## src/ckd_pkg.sv

```systemverilog
// package: constants shared by both ends of the config-key link
package ckd_pkg;
   localparam int KEY_LEN = 32;
   localparam logic [7:0] KEY_BYTES [0:31] = '{
      8'h96, 8'h35, 8'h9a, 8'hcd, 8'he6, 8'hf3, 8'h79, 8'hbc,
      8'h5e, 8'haf, 8'h57, 8'h2b, 8'h15, 8'h8a, 8'hc5, 8'he2,
      8'hf1, 8'hf8, 8'h7c, 8'h3e, 8'h9f, 8'h4f, 8'h27, 8'h13,
      8'h09, 8'h84, 8'h42, 8'ha1, 8'hd0, 8'h68, 8'h34, 8'h1a};
   localparam logic [15:0] ADDR_PORT = 16'h0279;
   localparam logic [7:0] CMD_CSN = 8'h06;
   localparam logic [7:0] CMD_LDN = 8'h15;
   localparam logic [7:0] CMD_IO0 = 8'h47;
   localparam logic [7:0] CMD_IO1 = 8'h48;
   localparam logic [7:0] CMD_IO2 = 8'h42;
   localparam logic [7:0] CMD_IRQ0 = 8'h22;
   localparam logic [7:0] CMD_IRQ1 = 8'h27;
   localparam logic [7:0] CMD_DMA0 = 8'h2a;
   localparam logic [7:0] CMD_DMA1 = 8'h25;
   localparam logic [7:0] CMD_ACT = 8'h33;
   localparam logic [7:0] CMD_CHIP_ON = 8'h79;
   localparam logic [7:0] LOCK_STD_KEY = 8'h55;
   localparam logic [7:0] LOCK_VND_KEY = 8'h56;
   localparam logic [15:0] LOCK_OFFSET = 16'h0005;
   localparam logic [7:0] ROM_SIG0 = 8'h55;
   localparam logic [7:0] ROM_SIG1 = 8'hbb;
   localparam int NUM_LDEV = 6;
   localparam logic [2:0] CTRL_LDEV = 3'h2;
   localparam logic [7:0] RST_BYTE = 8'h00;
endpackage

```

## src/ckd_if.sv

```systemverilog
// interface: isa-style host write path between host and device
`timescale 1ns/1ps
interface ckd_if;
   logic wr;
   logic [15:0] addr;
   logic [7:0] data;
   logic bus_reset_drive;
   modport dev (input wr, input addr, input data, input bus_reset_drive);
   modport host (output wr, output addr, output data, output bus_reset_drive);
endinterface

```

## src/ckd_device.sv

```systemverilog
// device end: key detection, direct config command interpreter, key locks
`timescale 1ns/1ps
// Function
// eeprom read at power-up feeds configuration
// patch bytes follow resource data, loaded
// full 32-byte vendor key enters config
// host uses vendor key with one part
// config mode accepts hostload or direct programming
// host writes key to address port
// 06h plus byte stores card select
// 15h plus byte selects logical device
// 47h/48h/42h set io bases, high first
// 22h/27h set interrupt selects
// 2ah/25h set dma selects
// 33h 01h activates, 00h deactivates
// host repeats setup per wanted device
// 79h activates whole chip
// 55h at control base+5 locks standard key
// 56h at control base+5 locks vendor key
// locked key sequences are ignored
// key locks also settable from eeprom
// locks cleared only by bus reset
// unactivated devices never decode
// inactive after reset, watch address port
// eeprom valid only with 55h bbh
// mismatch restarts, byte may start key
// track parameter bytes, apply to selected
module ckd_device #(
   parameter int NLD = ckd_pkg::NUM_LDEV
) (
   input wire logic clk,
   input wire logic rst_b,
   ckd_if.dev bus,
   input wire logic rom_valid,
   input wire logic [7:0] rom_sig0,
   input wire logic [7:0] rom_sig1,
   input wire logic rom_lock_std,
   input wire logic rom_lock_vnd,
   output logic config_mode,
   output logic chip_active,
   output logic [7:0] card_select,
   output logic [NLD-1:0] ldev_active,
   output logic [NLD*16-1:0] io_base0,
   output logic [NLD*16-1:0] io_base1,
   output logic [NLD*16-1:0] io_base2,
   output logic [NLD*8-1:0] irq_sel0,
   output logic [NLD*8-1:0] irq_sel1,
   output logic [NLD*8-1:0] dma_sel0,
   output logic [NLD*8-1:0] dma_sel1,
   output logic std_key_locked,
   output logic vnd_key_locked,
   output logic rom_present
);
   typedef enum logic [2:0] {CKD_IDLE, CKD_ONE, CKD_HIGH, CKD_LOW} ckd_ps_t;
   typedef struct packed {
      logic cfg;
      logic chip;
      logic [7:0] csn;
      logic [2:0] ldn;
      ckd_ps_t ps;
      logic [7:0] cmd;
      logic [7:0] hi;
      logic [NLD-1:0] act;
      logic [NLD*16-1:0] b0;
      logic [NLD*16-1:0] b1;
      logic [NLD*16-1:0] b2;
      logic [NLD*8-1:0] i0;
      logic [NLD*8-1:0] i1;
      logic [NLD*8-1:0] d0;
      logic [NLD*8-1:0] d1;
      logic lstd;
      logic lvnd;
      logic rom;
      logic rom_seen;
      logic [NLD-1:0] ldact;
   } ckd_dev_t;
   ckd_dev_t st, next_st;
   logic port_wr, key_hit, ctrl_wr;
   logic [15:0] ctrl_base;
   // -------------------------------------------------
   // key detection
   // -------------------------------------------------
   assign port_wr = bus.wr && (bus.addr == ckd_pkg::ADDR_PORT);
   // a locked key never advances, so later sequences are ignored
   // partial key progress must not survive a bus reset
   ckd_key_match u_key (
      .clk(clk),
      .rst_b(rst_b),
      .clear(st.lvnd || st.cfg || bus.bus_reset_drive),
      .strobe(port_wr && !st.lvnd),
      .data(bus.data),
      .hit(key_hit)
   );
   assign ctrl_base = st.b0[ckd_pkg::CTRL_LDEV*16 +: 16];
   // lock port decodes only while the control device is live
   assign ctrl_wr = bus.wr && st.act[ckd_pkg::CTRL_LDEV] && st.chip
      && (bus.addr == ctrl_base + ckd_pkg::LOCK_OFFSET);
   // -------------------------------------------------
   // command interpreter
   // -------------------------------------------------
   always_comb begin
      next_st = st;
      // eeprom straps taken once after release, only if signature matches
      // patch bytes after the resource data are loaded outside, straps only here
      if (!st.rom_seen && rom_valid) begin
         next_st.rom_seen = 1'b1;
         next_st.rom = (rom_sig0 == ckd_pkg::ROM_SIG0) && (rom_sig1 == ckd_pkg::ROM_SIG1);
         if ((rom_sig0 == ckd_pkg::ROM_SIG0) && (rom_sig1 == ckd_pkg::ROM_SIG1)) begin
            next_st.lstd = st.lstd | rom_lock_std;
            next_st.lvnd = st.lvnd | rom_lock_vnd;
         end
      end
      if (key_hit) begin
         next_st.cfg = 1'b1;
         next_st.ps = CKD_IDLE;
      end
      if (st.cfg && port_wr) begin
         case (st.ps)
            CKD_IDLE: begin
               // unknown bytes leave the interpreter idle
               next_st.cmd = bus.data;
               if (bus.data == ckd_pkg::CMD_CHIP_ON) begin
                  next_st.chip = 1'b1;
                  next_st.cfg = 1'b0;
               end else if (bus.data == ckd_pkg::CMD_IO0 || bus.data == ckd_pkg::CMD_IO1
                  || bus.data == ckd_pkg::CMD_IO2) begin
                  next_st.ps = CKD_HIGH;
               end else if (bus.data == ckd_pkg::CMD_CSN || bus.data == ckd_pkg::CMD_LDN
                  || bus.data == ckd_pkg::CMD_IRQ0 || bus.data == ckd_pkg::CMD_IRQ1
                  || bus.data == ckd_pkg::CMD_DMA0 || bus.data == ckd_pkg::CMD_DMA1
                  || bus.data == ckd_pkg::CMD_ACT) begin
                  next_st.ps = CKD_ONE;
               end
            end
            CKD_HIGH: begin
               next_st.hi = bus.data;
               next_st.ps = CKD_LOW;
            end
            CKD_LOW: begin
               next_st.ps = CKD_IDLE;
               // out-of-range device numbers are swallowed so no field wraps
               if (st.ldn < 3'(NLD)) begin
                  case (st.cmd)
                     ckd_pkg::CMD_IO0: next_st.b0[st.ldn*16 +: 16] = {st.hi, bus.data};
                     ckd_pkg::CMD_IO1: next_st.b1[st.ldn*16 +: 16] = {st.hi, bus.data};
                     default: next_st.b2[st.ldn*16 +: 16] = {st.hi, bus.data};
                  endcase
               end
            end
            default: begin
               next_st.ps = CKD_IDLE;
               if (st.cmd == ckd_pkg::CMD_CSN) begin
                  next_st.csn = bus.data;
               end else if (st.cmd == ckd_pkg::CMD_LDN) begin
                  next_st.ldn = bus.data[2:0];
               end else if (st.ldn < 3'(NLD)) begin
                  case (st.cmd)
                     ckd_pkg::CMD_IRQ0: next_st.i0[st.ldn*8 +: 8] = bus.data;
                     ckd_pkg::CMD_IRQ1: next_st.i1[st.ldn*8 +: 8] = bus.data;
                     ckd_pkg::CMD_DMA0: next_st.d0[st.ldn*8 +: 8] = bus.data;
                     ckd_pkg::CMD_DMA1: next_st.d1[st.ldn*8 +: 8] = bus.data;
                     default: next_st.act[st.ldn] = bus.data[0];
                  endcase
               end
            end
         endcase
      end
      // -------------------------------------------------
      // key locks: set only, cleared by bus reset or rst_b alone
      // -------------------------------------------------
      if (ctrl_wr && bus.data == ckd_pkg::LOCK_STD_KEY) begin
         next_st.lstd = 1'b1;
      end
      if (ctrl_wr && bus.data == ckd_pkg::LOCK_VND_KEY) begin
         next_st.lvnd = 1'b1;
      end
      // -------------------------------------------------
      // output image
      // -------------------------------------------------
      // registered copy so the activation outputs come from a flop
      next_st.ldact = next_st.chip ? next_st.act : '0;
   end
   always_ff @(posedge clk) begin
      // bus reset drive has power-on reach; nothing else clears a key lock
      if (!rst_b || bus.bus_reset_drive) begin
         st <= '0;
         st.ps <= CKD_IDLE;
      end else begin
         st <= next_st;
      end
   end
   // -------------------------------------------------
   // outputs
   // -------------------------------------------------
   assign config_mode = st.cfg;
   assign chip_active = st.chip;
   assign card_select = st.csn;
   assign ldev_active = st.ldact;
   assign io_base0 = st.b0;
   assign io_base1 = st.b1;
   assign io_base2 = st.b2;
   assign irq_sel0 = st.i0;
   assign irq_sel1 = st.i1;
   assign dma_sel0 = st.d0;
   assign dma_sel1 = st.d1;
   assign std_key_locked = st.lstd;
   assign vnd_key_locked = st.lvnd;
   assign rom_present = st.rom;
endmodule

```

## src/ckd_key_match.sv

```systemverilog
// key matcher: walks the 32-byte vendor key over address-port writes
`timescale 1ns/1ps
module ckd_key_match (
   input wire logic clk,
   input wire logic rst_b,
   input wire logic clear,
   input wire logic strobe,
   input wire logic [7:0] data,
   output logic hit
);
   typedef struct packed {
      logic [4:0] idx;
      logic hit;
   } ckd_km_t;
   ckd_km_t st, next_st;
   always_comb begin
      next_st = st;
      next_st.hit = 1'b0;
      if (clear) begin
         next_st.idx = 5'h00;
      end else if (strobe) begin
         if (data == ckd_pkg::KEY_BYTES[st.idx]) begin
            next_st.idx = st.idx + 5'h01;
            next_st.hit = (st.idx == 5'(ckd_pkg::KEY_LEN - 1));
         end else if (data == ckd_pkg::KEY_BYTES[0]) begin
            next_st.idx = 5'h01;
         end else begin
            next_st.idx = 5'h00;
         end
      end
   end
   always_ff @(posedge clk) begin
      if (!rst_b) begin
         st <= '0;
      end else begin
         st <= next_st;
      end
   end
   assign hit = st.hit;
endmodule

```

## src/flat_wrapper.sv

```systemverilog
// flat-port wrapper written by rule: the top's interface ports become plain ports
module ckd_device_flat 
#(
   parameter int NLD = ckd_pkg::NUM_LDEV
)
  (clk, rst_b, rom_valid, rom_sig0, rom_sig1, rom_lock_std, rom_lock_vnd, config_mode, chip_active, card_select, ldev_active, io_base0, io_base1, io_base2, irq_sel0, irq_sel1, dma_sel0, dma_sel1, std_key_locked, vnd_key_locked, rom_present, bus_wr, bus_addr, bus_data, bus_bus_reset_drive);
  ckd_if bus_i ();
  input wire logic clk;
  input wire logic rst_b;
  input wire logic rom_valid;
  input wire logic [7:0] rom_sig0;
  input wire logic [7:0] rom_sig1;
  input wire logic rom_lock_std;
  input wire logic rom_lock_vnd;
  output logic config_mode;
  output logic chip_active;
  output logic [7:0] card_select;
  output logic [NLD-1:0] ldev_active;
  output logic [NLD*16-1:0] io_base0;
  output logic [NLD*16-1:0] io_base1;
  output logic [NLD*16-1:0] io_base2;
  output logic [NLD*8-1:0] irq_sel0;
  output logic [NLD*8-1:0] irq_sel1;
  output logic [NLD*8-1:0] dma_sel0;
  output logic [NLD*8-1:0] dma_sel1;
  output logic std_key_locked;
  output logic vnd_key_locked;
  output logic rom_present;
  input wire logic [$bits(bus_i.wr)-1:0] bus_wr;
  input wire logic [$bits(bus_i.addr)-1:0] bus_addr;
  input wire logic [$bits(bus_i.data)-1:0] bus_data;
  input wire logic [$bits(bus_i.bus_reset_drive)-1:0] bus_bus_reset_drive;
  assign bus_i.wr = bus_wr;
  assign bus_i.addr = bus_addr;
  assign bus_i.data = bus_data;
  assign bus_i.bus_reset_drive = bus_bus_reset_drive;
  ckd_device #(.NLD(NLD)) u_core (.clk(clk), .rst_b(rst_b), .bus(bus_i), .rom_valid(rom_valid), .rom_sig0(rom_sig0), .rom_sig1(rom_sig1), .rom_lock_std(rom_lock_std), .rom_lock_vnd(rom_lock_vnd), .config_mode(config_mode), .chip_active(chip_active), .card_select(card_select), .ldev_active(ldev_active), .io_base0(io_base0), .io_base1(io_base1), .io_base2(io_base2), .irq_sel0(irq_sel0), .irq_sel1(irq_sel1), .dma_sel0(dma_sel0), .dma_sel1(dma_sel1), .std_key_locked(std_key_locked), .vnd_key_locked(vnd_key_locked), .rom_present(rom_present));
endmodule
```

## config.mk

```make
export PLATFORM = sky130hd
export DESIGN_NAME = ckd_device_flat
export DESIGN_NICKNAME = d
export VERILOG_FILES = /design/src/ckd_pkg.sv /design/src/ckd_if.sv /design/src/ckd_device.sv /design/src/ckd_key_match.sv /design/src/flat_wrapper.sv
export SDC_FILE = /design/constraint.sdc
export NUM_CORES = 1
export LEC_CHECK = 0
export BUFFER_PORTS_ARGS = -buffer_cell sky130_fd_sc_hd__buf_2
export CAP_MARGIN = 20
export CORE_ASPECT_RATIO = 0.9
export CORE_UTILIZATION = 49
export DETAILED_ROUTE_END_ITERATION = 8
export MAX_ROUTING_LAYER = met4
export PLACE_DENSITY_LB_ADDON = 0.3
export SYNTH_ARGS = -nofsm -noshare
export SYNTH_HDL_FRONTEND = slang
export SYNTH_HIERARCHICAL = 1
export SYNTH_SLANG_ARGS = --single-unit
```

## constraint.sdc

```tcl
create_clock -name clk -period 9.5 [get_ports clk]
set_input_delay 0.475 -clock clk [delete_from_list [all_inputs] [get_ports clk]]
set_output_delay 0.475 -clock clk [all_outputs]
set_load 0.1 [all_outputs]
```

==> flow_summary.toml, run 1 <==
[critical_path]
rr_worst_depth = 8
crit_type = "reg2reg"
rrSetupSlack_ps = 5500
critPathCaptureType = "flop"
critPathMaxFanout = 16
required_ps = 9950
r2r_start = "u_core/st[515]"
worstSetupStartpointType = "flop"
cp.arrival_ps = 4450

[min_path]
hold_path_class = "in2reg"
holdCritStartpoint = "rom_valid"
holdPathStages = 3
hold-path-endpoint = "u_core/st[6]"

[sta]
fin_tns_setup_ps = 0
skew_ps = 20.32
max_freq_mhz = 250.3
rsz0062_at_grt = "false"
min_period_ps = 3995
finalSetupViolCount = 0
worst_pin_slew_ps = 1087
slew_violations = 0
finalHoldViolCount = 0
hold_slack_ps = 95.42
relSlewSlack = 0.2568
finalCritPeriodShare = 0.4206

[global_routing]
grt_pass1_wl_um = 107100
overflow = 0
grt.total_usage = 0.2816
grt_max_degree = 220
grt_antenna_before_repair = 0
grt_pass1_vias = 17210

[yosys]
synthArstFlopShare = 0
ys_ff_latch = 534
synth_edf_count = 0
avgSynthCellArea_um2 = 8.776
seq_area_frac_synth = 0.4363
synth_cell_types = 78
synth.cell_area_um2 = 24500
syn_inst = 2792
yosys_warnings = 6
ys_dominant_reg_cell = "dfxtp_1"
syn_nets = 2855

[placement]
port_buffers = 545
placed_area_um2 = 23680
hpwl_um = 49340
place_congestion = 0.8882

[route]
drtIter0Drc = 1306
vias_per_cell = 5.355
wl_um = 72480
dr.pass1.iters = 6
ant_nets = 0
vias = 18470
drc = 0
routedWlPerCell_um = 21.01

[cts]
root_buffer = "clkbuf_16"
clk_path_buf_depth = 3
worst_skew_pair.late_latency_ps = 610
cts_made_buffers = 54
cts_sinks = 534
cts_tree = "yes"
post-cts-setup-buffers = 0
cts_resized = 0
hold_buffers = 0
clk_pin_slew_ps = 60
htree_levels = 2

[power]
vdd_drop_max_mv = 0.1391
finalPower_mw = 4.622
powerDensity_nw_per_um2 = 180.2
p_leak_nw = 11.46

[die]
fp.dieH_um = 214.1
fp.coreArea_um2 = 49230
die_w_um = 237.7
die_area_um2 = 50910
start_util = 0.4977
rows = 77
ioPinCount = 546

[finish]
design_area_um2 = 25640
regArea_um2 = 10690
nets = 2796
diodes = 0
syn_to_final_growth_pct = 4.657
fillers = 4580
layout-drive-gt1-share = 0.2541
multiInputGateArea_um2 = 9229

[job]
max_cap_viol_count = 0

[outcome]
status = "completed"
==> layer usage <==
layer | vias up | GRT usage | wire [µm]
li1 | 8780 | - | -
met1 | 8806 | 0.3526 | 30980
met2 | 743 | 0.4467 | 33600
met3 | 139 | 0.06308 | 5689
met4 | 0 | 0.09527 | 2203
met5 | - | - | 0
==> worst max-delay path by stage <==
stage,startpoint,slack [ps],cells past startpoint,end
5_1_grt,u_core/st[515],5110,8,flop
3_3_place_gp,u_core/st[515],5700,8,flop
2_1_floorplan,u_core/u_key/st[1],6280,10,u_core/u_key/st[1]
4_1_cts,u_core/st[515],5460,8,flop
6_report,u_core/st[515],5500,8,flop
3_5_place_dp,u_core/st[515],5470,8,flop
==> synthesized netlist by cell type (11+ instances only) <==
master | number | share of area
clkbuf_1 | 111 | 0.017
mux2i_1 | 190 | 0.078
buf_1 | 11 | 0.0017
nand3_1 | 300 | 0.061
ha_1 | 16 | 0.0082
buf_2 | 43 | 0.0088
o21ai_0 | 259 | 0.053
a21oi_1 | 97 | 0.020
inv_1 | 14 | 0.0021
xnor2_1 | 30 | 0.011
nand2b_1 | 11 | 0.0028
nand2_1 | 337 | 0.052
buf_4 | 503 | 0.15
xor2_1 | 11 | 0.0039
dfxtp_1 | 534 | 0.44
nor2_1 | 139 | 0.021
==> final cells by class <==
class | count | share of cell area
sequential | 534 | 0.4169
multi-input combinational | 1564 | 0.3599
timing repair buffer | 562 | 0.1129
clock buffer | 76 | 0.06060
tap | 671 | 0.03274
clock inverter | 25 | 0.01454
inverter | 17 | 0.002488
==> critical path, stage by stage, from the launching register on <==
cell and delay [ps]:
dfxtp_1 690, inv_1 280, ha_1 280, ha_1 470, nand2b_1 220, nor4_4 710
nand4b_1 820, nand2_1 280, a21oi_1 90
==> layout by cell type (no fill, tap or decap), types with 8 or more instances in the layout <==
cell,Yosys,layout
a21oi_1,97,97
ha_1,16,16
clkbuf_16,0,54
inv_1,14,14
nor4_1,10,10
nand2b_1,11,10
nand3_1,300,300
mux2i_1,190,190
buf_4,503,14
clkbuf_8,0,12
nand4_1,9,9
xnor2_1,30,30
xor2_1,11,11
nand3_2,8,8
nand2_1,337,337
o21ai_0,259,259
dfxtp_1,534,534
buf_2,43,545
and2_1,9,9
clkbuf_1,111,10
nand2_8,8,8
nor2_1,139,139
nor3_1,9,9
==> cells by family after synthesis <==
kind of cell / count (synthesis) / share of synthesized area
muxes: 193 / 0.08006
AOI/OAI and AO/OA: 398 / 0.08563
DFF: 534 / 0.4363
buffers and inverters: 694 / 0.1880
adders and majority gates: 16 / 0.008170
and+or+nand+nor: 916 / 0.1872
xor gates and xnor gates: 41 / 0.01465
==> where the power goes <==
group	internal, mW	total (mW)	switching [mW]	leakage (nW)
registers	2.24	2.24	0.0000753	4.30
logic	0.0249	0.104	0.0794	6.22
clock network	1.34	2.28	0.937	0.933
total	3.61	4.62	1.02	11.5
==> per-stage QoR <==
| step | worst slack (ps) | util | instances |
|---|---|---|---|
| detailed placement | 5469 | 0.4809 | 3346 |
| floorplan | 6280 | - | 2792 |
| finish | 5505 | 0.5209 | 3449 |
| global placement | 5700 | 0.4809 | 3346 |
| global route | 5108 | 0.5209 | 3449 |
| CTS | 5457 | 0.5200 | 3447 |
(Power assumes the default switching activity.)
==> run 2: changes to the inputs <==
Settings changed: ABC_AREA set to 1.
Clock period 9.5 ns to 3.3 ns, I/O delays scaled along.
==> flow_summary.toml, run 2 <==
[finish]
design_area_um2 = 27500
syn_to_final_growth_pct = 5.360
nets = 3713
postLayoutCoreUtil = 0.5269
diodes = 0
mostFrequentLayoutCells = "1028 x nor2_1, 545 x buf_2, 534 x dfxtp_1"
layout.cells.non_filler = 4378
layout-drive-gt1-share = 0.2127
final_common_cell = "nor2_1"

[cts]
post-cts-setup-buffers = 0
clk_path_buf_depth = 3
cts_resized = 0
cts_made_buffers = 54
htree_levels = 2
cts_tree = "yes"
worst_skew_pair.late_latency_ps = 610
cts_sinks = 534
root_buffer = "clkbuf_16"
hold_buffers = 11
clk_pin_slew_ps = 60

[placement]
hpwl_um = 57390
placed_cells = 4271
port_buffers = 545
placed_area_um2 = 25600
place_congestion = 0.9037

[global_routing]
overflow = 0
grt_pass1_vias = 19850
grt_antenna_before_repair = 0
grt_max_degree = 115
grt.total_usage = 0.2961
grt_pass1_wl_um = 121200

[route]
ant_nets = 0
wl_um = 80500
dr.pass1.iters = 6
drtIter0Drc = 1714
vias = 21790
vias_per_cell = 4.977
routedWlPerCell_um = 18.39
drc = 0

[power]
finalPower_mw = 13.00
powerDensity_nw_per_um2 = 472.8
p_seq_frac = 0.496
p_leak_nw = 13.80
clockPowerShare = 0.478
p_comb_frac = 0.026
p_int_mw = 10.10
switching_share = 0.2228
power_switching_mw = 2.897
vdd_drop_max_mv = 0.3657

[yosys]
post-synth-top-count-cell = "nor2_1"
synth_cell_types = 44
syn_inst = 3640
avgSynthCellArea_um2 = 7.170
ys_top_cells_by_area = "dfxtp_1 41%, nor2_1 15%, buf_4 14%, o21ai_0 7.1%, nand2_1 5.9%"
ys_dominant_reg_cell = "dfxtp_1"
yosys_warnings = 6
syn_nets = 3703
yosysTopAreaCellShare = 0.4096
ys_ff_latch = 534
seq_area_frac_synth = 0.4096
synth_commonest_cells = "1028 x nor2_1, 534 x dfxtp_1, 503 x buf_4"
synth_edf_count = 0
synth_area_leader_cell = "dfxtp_1"
synthArstFlopShare = 0
synth.cell_area_um2 = 26100

[critical_path]
slowest_stage = "nor2_2"
rrSetupSlack_ps = 350
critPathCaptureType = "flop"
cp.arrival_ps = 3490
path_cells = "inv_1 > ha_1 > ha_1 > nor4_4 > inv_1 > nor2_2 > o21ai_0 > nor2_1"
crit_type = "reg2reg"
worstSetupStartpointType = "flop"
critPathMaxFanout = 16
required_ps = 3840
slowest_delay_ps = 620

[die]
die_area_um2 = 54190
die_w_um = 245.3
fp.dieH_um = 221.0
ioPinCount = 546
start_util = 0.5001
rows = 79
fp.coreArea_um2 = 52190

[sta]
skew_ps = 19.99
worst_pin_slew_ps = 949.5
finalSetupViolCount = 0
min_period_ps = 2946
relSlewSlack = 0.3647
finalCritPeriodShare = 0.8926
fin_tns_setup_ps = 0
finalHoldViolCount = 0
max_freq_mhz = 339.5
slew_violations = 0
rsz0062_at_grt = "false"

[min_path]
hold_path_class = "in2reg"

[job]
max_cap_viol_count = 0

[outcome]
status = "completed"
[run 2: changes by cell type after synthesis, moves of 22 or more]
cell and change:
nor2_1 +889, nand2_1 +72, a21oi_1 -54, o21ai_0 +110, nand3_1 -210, nor2_4 +28
xnor2_1 -24, o21ai_1 +48, inv_1 +250, inv_2 +22, mux2i_1 -190, clkbuf_1 -27
[run 2: path summary, 6_finish.rpt]
check | end | start | cells past startpoint
max | flop | u_core/st[516] | 8
min reg2reg | flop | flop | 2
min | flop | bus_data[1] | 3
max reg2reg | flop | u_core/st[516] | 8
[run 2: cells by family (layout without fill, tap and decap cells)]
family / after synthesis / count (layout) / synth area share
and+or+nand+nor: 1653 / 1653 / 0.2684
buffers and inverters: 934 / 984 / 0.2127
DFF: 534 / 534 / 0.4096
AOI/OAI and AO/OA: 490 / 490 / 0.09626
adders and majority gates: 16 / 16 / 0.007670
xor gates and xnor gates: 13 / 13 / 0.005417
[run 2: metal layers]
layer / vias up / share of wire / GRT usage
li1: 10840 / - / -
met1: 10030 / 0.44 / 0.3872
met2: 795 / 0.45 / 0.4564
met3: 132 / 0.082 / 0.06113
met4: 0 / 0.028 / 0.09133
met5: - / 0 / -
[run 2: layout make-up]
class	instances	area, µm²
repair buffers	597	3196
inverters	291	1105
well taps	688	860.8
fillers	5260	24690
flip-flops and latches	534	10690
clock inverters	16	167.7
clock buffers	80	1620
multi-input cells	2172	9859
[run 2: critical path, delay by kind of cell, from the launching register on]
family	cells	cell delay (ps)
compound gates	1	190
fa+ha+maj	2	560
buf+inv	2	510
flops	1	440
simple gates	3	1180
[run 2: stage by stage]
| step | setup WS (ps) | hold WS [ps] |
|---|---|---|
| 2_1_floorplan | 908.4 | 333.4 |
| 3_3_place_gp | 479.2 | 444.3 |
| 3_5_place_dp | 376.5 | 453.5 |
| 4_1_cts | 369.0 | 16.89 |
| 5_1_grt | 102.2 | 43.52 |
| 6_report | 354.5 | 51.64 |
[run 2: power groups by stage]
stage | clock network [mW] | registers [mW] | logic, mW
6_report | 6.21 | 6.45 | 0.342
5_1_grt | 6.57 | 6.44 | 0.376
4_1_cts | 6.31 | 6.44 | 0.339
3_5_place_dp | 0 | 6.59 | 0.331
3_3_place_gp | 0 | 6.59 | 0.329
2_1_floorplan | 0 | 6.59 | 0.201
==> run 3: changes to the inputs <==
Settings changed: REMOVE_ABC_BUFFERS set to 1, SYNTH_HIERARCHICAL 1 to not set.
Clock period 3.3 ns to 3.5 ns, I/O delays scaled along.
==> flow_summary.toml, run 3 <==
[sta]
fin_tns_setup_ps = 0
skew_ps = 23.17
slew_violations = 0
rsz0062_at_grt = "false"
worst_pin_slew_ps = 1004
finalCritPeriodShare = 0.8908
finalHoldViolCount = 0
min_period_ps = 3118
finalSetupViolCount = 0
hold_slack_ps = 21.69
max_freq_mhz = 320.8
relSlewSlack = 0.3256
worst_slack_ps = 382.4

[finish]
nets = 3754
mostFrequentLayoutCells = "779 x nand2_1, 545 x buf_2, 534 x dfxtp_1"
final_common_cell = "nand2_1"
layout-drive-gt1-share = 0.2001
postLayoutCoreUtil = 0.5257
fillers = 5219
diodes = 0
syn_to_final_growth_pct = 5.740

[global_routing]
overflow = 0
grt.total_usage = 0.3043
grt_max_degree = 173
grt_pass1_wl_um = 125600
grt_pass1_vias = 20670
grt_antenna_before_repair = 0

[critical_path]
slowest_stage = "nand3_1"
rrSetupSlack_ps = 380
critPathCaptureType = "flop"
crit_type = "reg2reg"
r2r_start = "u_core.st[516]"
required_ps = 3970
crit_family = "simple AND/OR/NAND/NOR gates"
path_cells = "inv_1 > ha_1 > ha_1 > buf_4 > nand2_1 > nor2_4 > nand3_1 > nand2_1 > a21oi_1"
worstSetupStartpointType = "flop"
critPathLaunch = "u_core.st[516]"
critPathMaxFanout = 24
slowest_delay_ps = 690
critPathBufInv = 2
cp.arrival_ps = 3590

[power]
powerDensity_nw_per_um2 = 443.7
vdd_drop_max_mv = 0.3541
p_leak_nw = 12.57
finalPower_mw = 12.37

[route]
routedWlPerCell_um = 18.85
drtIter0Drc = 1851
vias = 23060
vias_per_cell = 5.200
wl_um = 83610
drc = 0
dr.pass1.iters = 8
ant_nets = 0

[yosys]
post-synth-top-count-cell = "nand2_1"
yosys_warnings = 0
ys_top_cells_by_area = "dfxtp_1 41%, buf_4 14%, nand2_1 11%, a21oi_1 7.2%, nor2_1 5.9%"
yosysTopAreaCellShare = 0.4053
ys_dominant_reg_cell = "dfxtp_1"
synth_commonest_cells = "779 x nand2_1, 534 x dfxtp_1, 506 x buf_4"
avgSynthCellArea_um2 = 7.094
seq_area_frac_synth = 0.4053
ys_ff_latch = 534
synthArstFlopShare = 0
synth.cell_area_um2 = 26380
synth_edf_count = 0
synth_cell_types = 36
synth_area_leader_cell = "dfxtp_1"
syn_inst = 3718

[die]
start_util = 0.4972
die_area_um2 = 54760
rows = 80
fp.dieH_um = 222.1
ioPinCount = 546
fp.coreArea_um2 = 53050
die_w_um = 246.6

[placement]
port_buffers = 545
hpwl_um = 58830
place_congestion = 0.9076
post-place-ws_ps = 443.9

[min_path]
hold_path_class = "in2reg"
holdCritStartpoint = "bus_addr[11]"

[cts]
htree_levels = 2
worst_skew_pair.late_latency_ps = 620
post-cts-setup-buffers = 0
cts_sinks = 534
cts_resized = 0
clk_path_buf_depth = 3
cts_tree = "yes"
root_buffer = "clkbuf_16"
clk_pin_slew_ps = 60
hold_buffers = 4
cts_made_buffers = 55

[outcome]
status = "completed"

[job]
max_cap_viol_count = 0
run 3: changes by cell type in the layout (fill, tap and decap cells not counted), moves of 18 or more:
cell     before  now
nand2_1     409  779
nor2_1     1028  411
nor2_4       28   10
inv_2        24    4
a21oi_1      43  378
buf_4        37   67
o21ai_1      53    8
inv_1       264  330
nand4_1      15  175
o21ai_0     369  165
run 3: final timing paths:
| kind | end | cells past startpoint |
|---|---|---|
| hold reg to reg | flop | 2 |
| setup reg to reg | flop | 9 |
| setup / recovery | flop | 9 |
| hold / removal | u_core.vnd_key_locked | 6 |
run 3: cell type report:
type	count	area, µm²	area share
repair buffers	620	3351	0.1201
well taps	697	872.1	0.03127
clock buffers	78	1603	0.05747
clock inverters	22	250.2	0.008972
inverters	337	1277	0.04580
multi-input cells	2147	9847	0.3531
flip-flops and latches	534	10690	0.3833
run 3: cell families after synthesis:
| logic type | count (synthesis) | synth area share |
|---|---|---|
| adders and majority gates | 12 | 0.005692 |
| and+or+nand+nor | 1554 | 0.2518 |
| AOI/OAI and AO/OA | 563 | 0.1079 |
| buffers and inverters | 1037 | 0.2233 |
| xor gates and xnor gates | 18 | 0.005977 |
| DFF | 534 | 0.4053 |
run 3: per-stage QoR:
stage,instance area (µm²),instances
after global placement,26000,4331
after floorplan,21760,3018
after CTS,27890,4435
after detailed placement,26000,4331
after global routing,27890,4435
final,27890,4435
run 3: per-layer routing:
| layer | track usage | wire [µm] |
|---|---|---|
| met3 | 0.06839 | 7083 |
| met2 | 0.4479 | 36730 |
| met5 | - | 0 |
| met4 | 0.1115 | 3075 |
| met1 | 0.4058 | 36720 |
run 3: power by group:
part	switching [mW]	total (mW)	leakage [nW]	internal (mW)
Clock	2.59	6.02	0.915	3.43
Combinational	0.214	0.282	7.35	0.0678
Sequential	0.000263	6.08	4.30	6.08
Total	2.80	12.4	12.6	9.57
run 3: worst register-to-register path, cell delays in order, from the launching register on:
cell     delay (ps)
dfxtp_1         430
inv_1           140
ha_1            210
ha_1            300
buf_4           250
nand2_1         130
nor2_4          510
nand3_1         700
nand2_1         230
a21oi_1          80
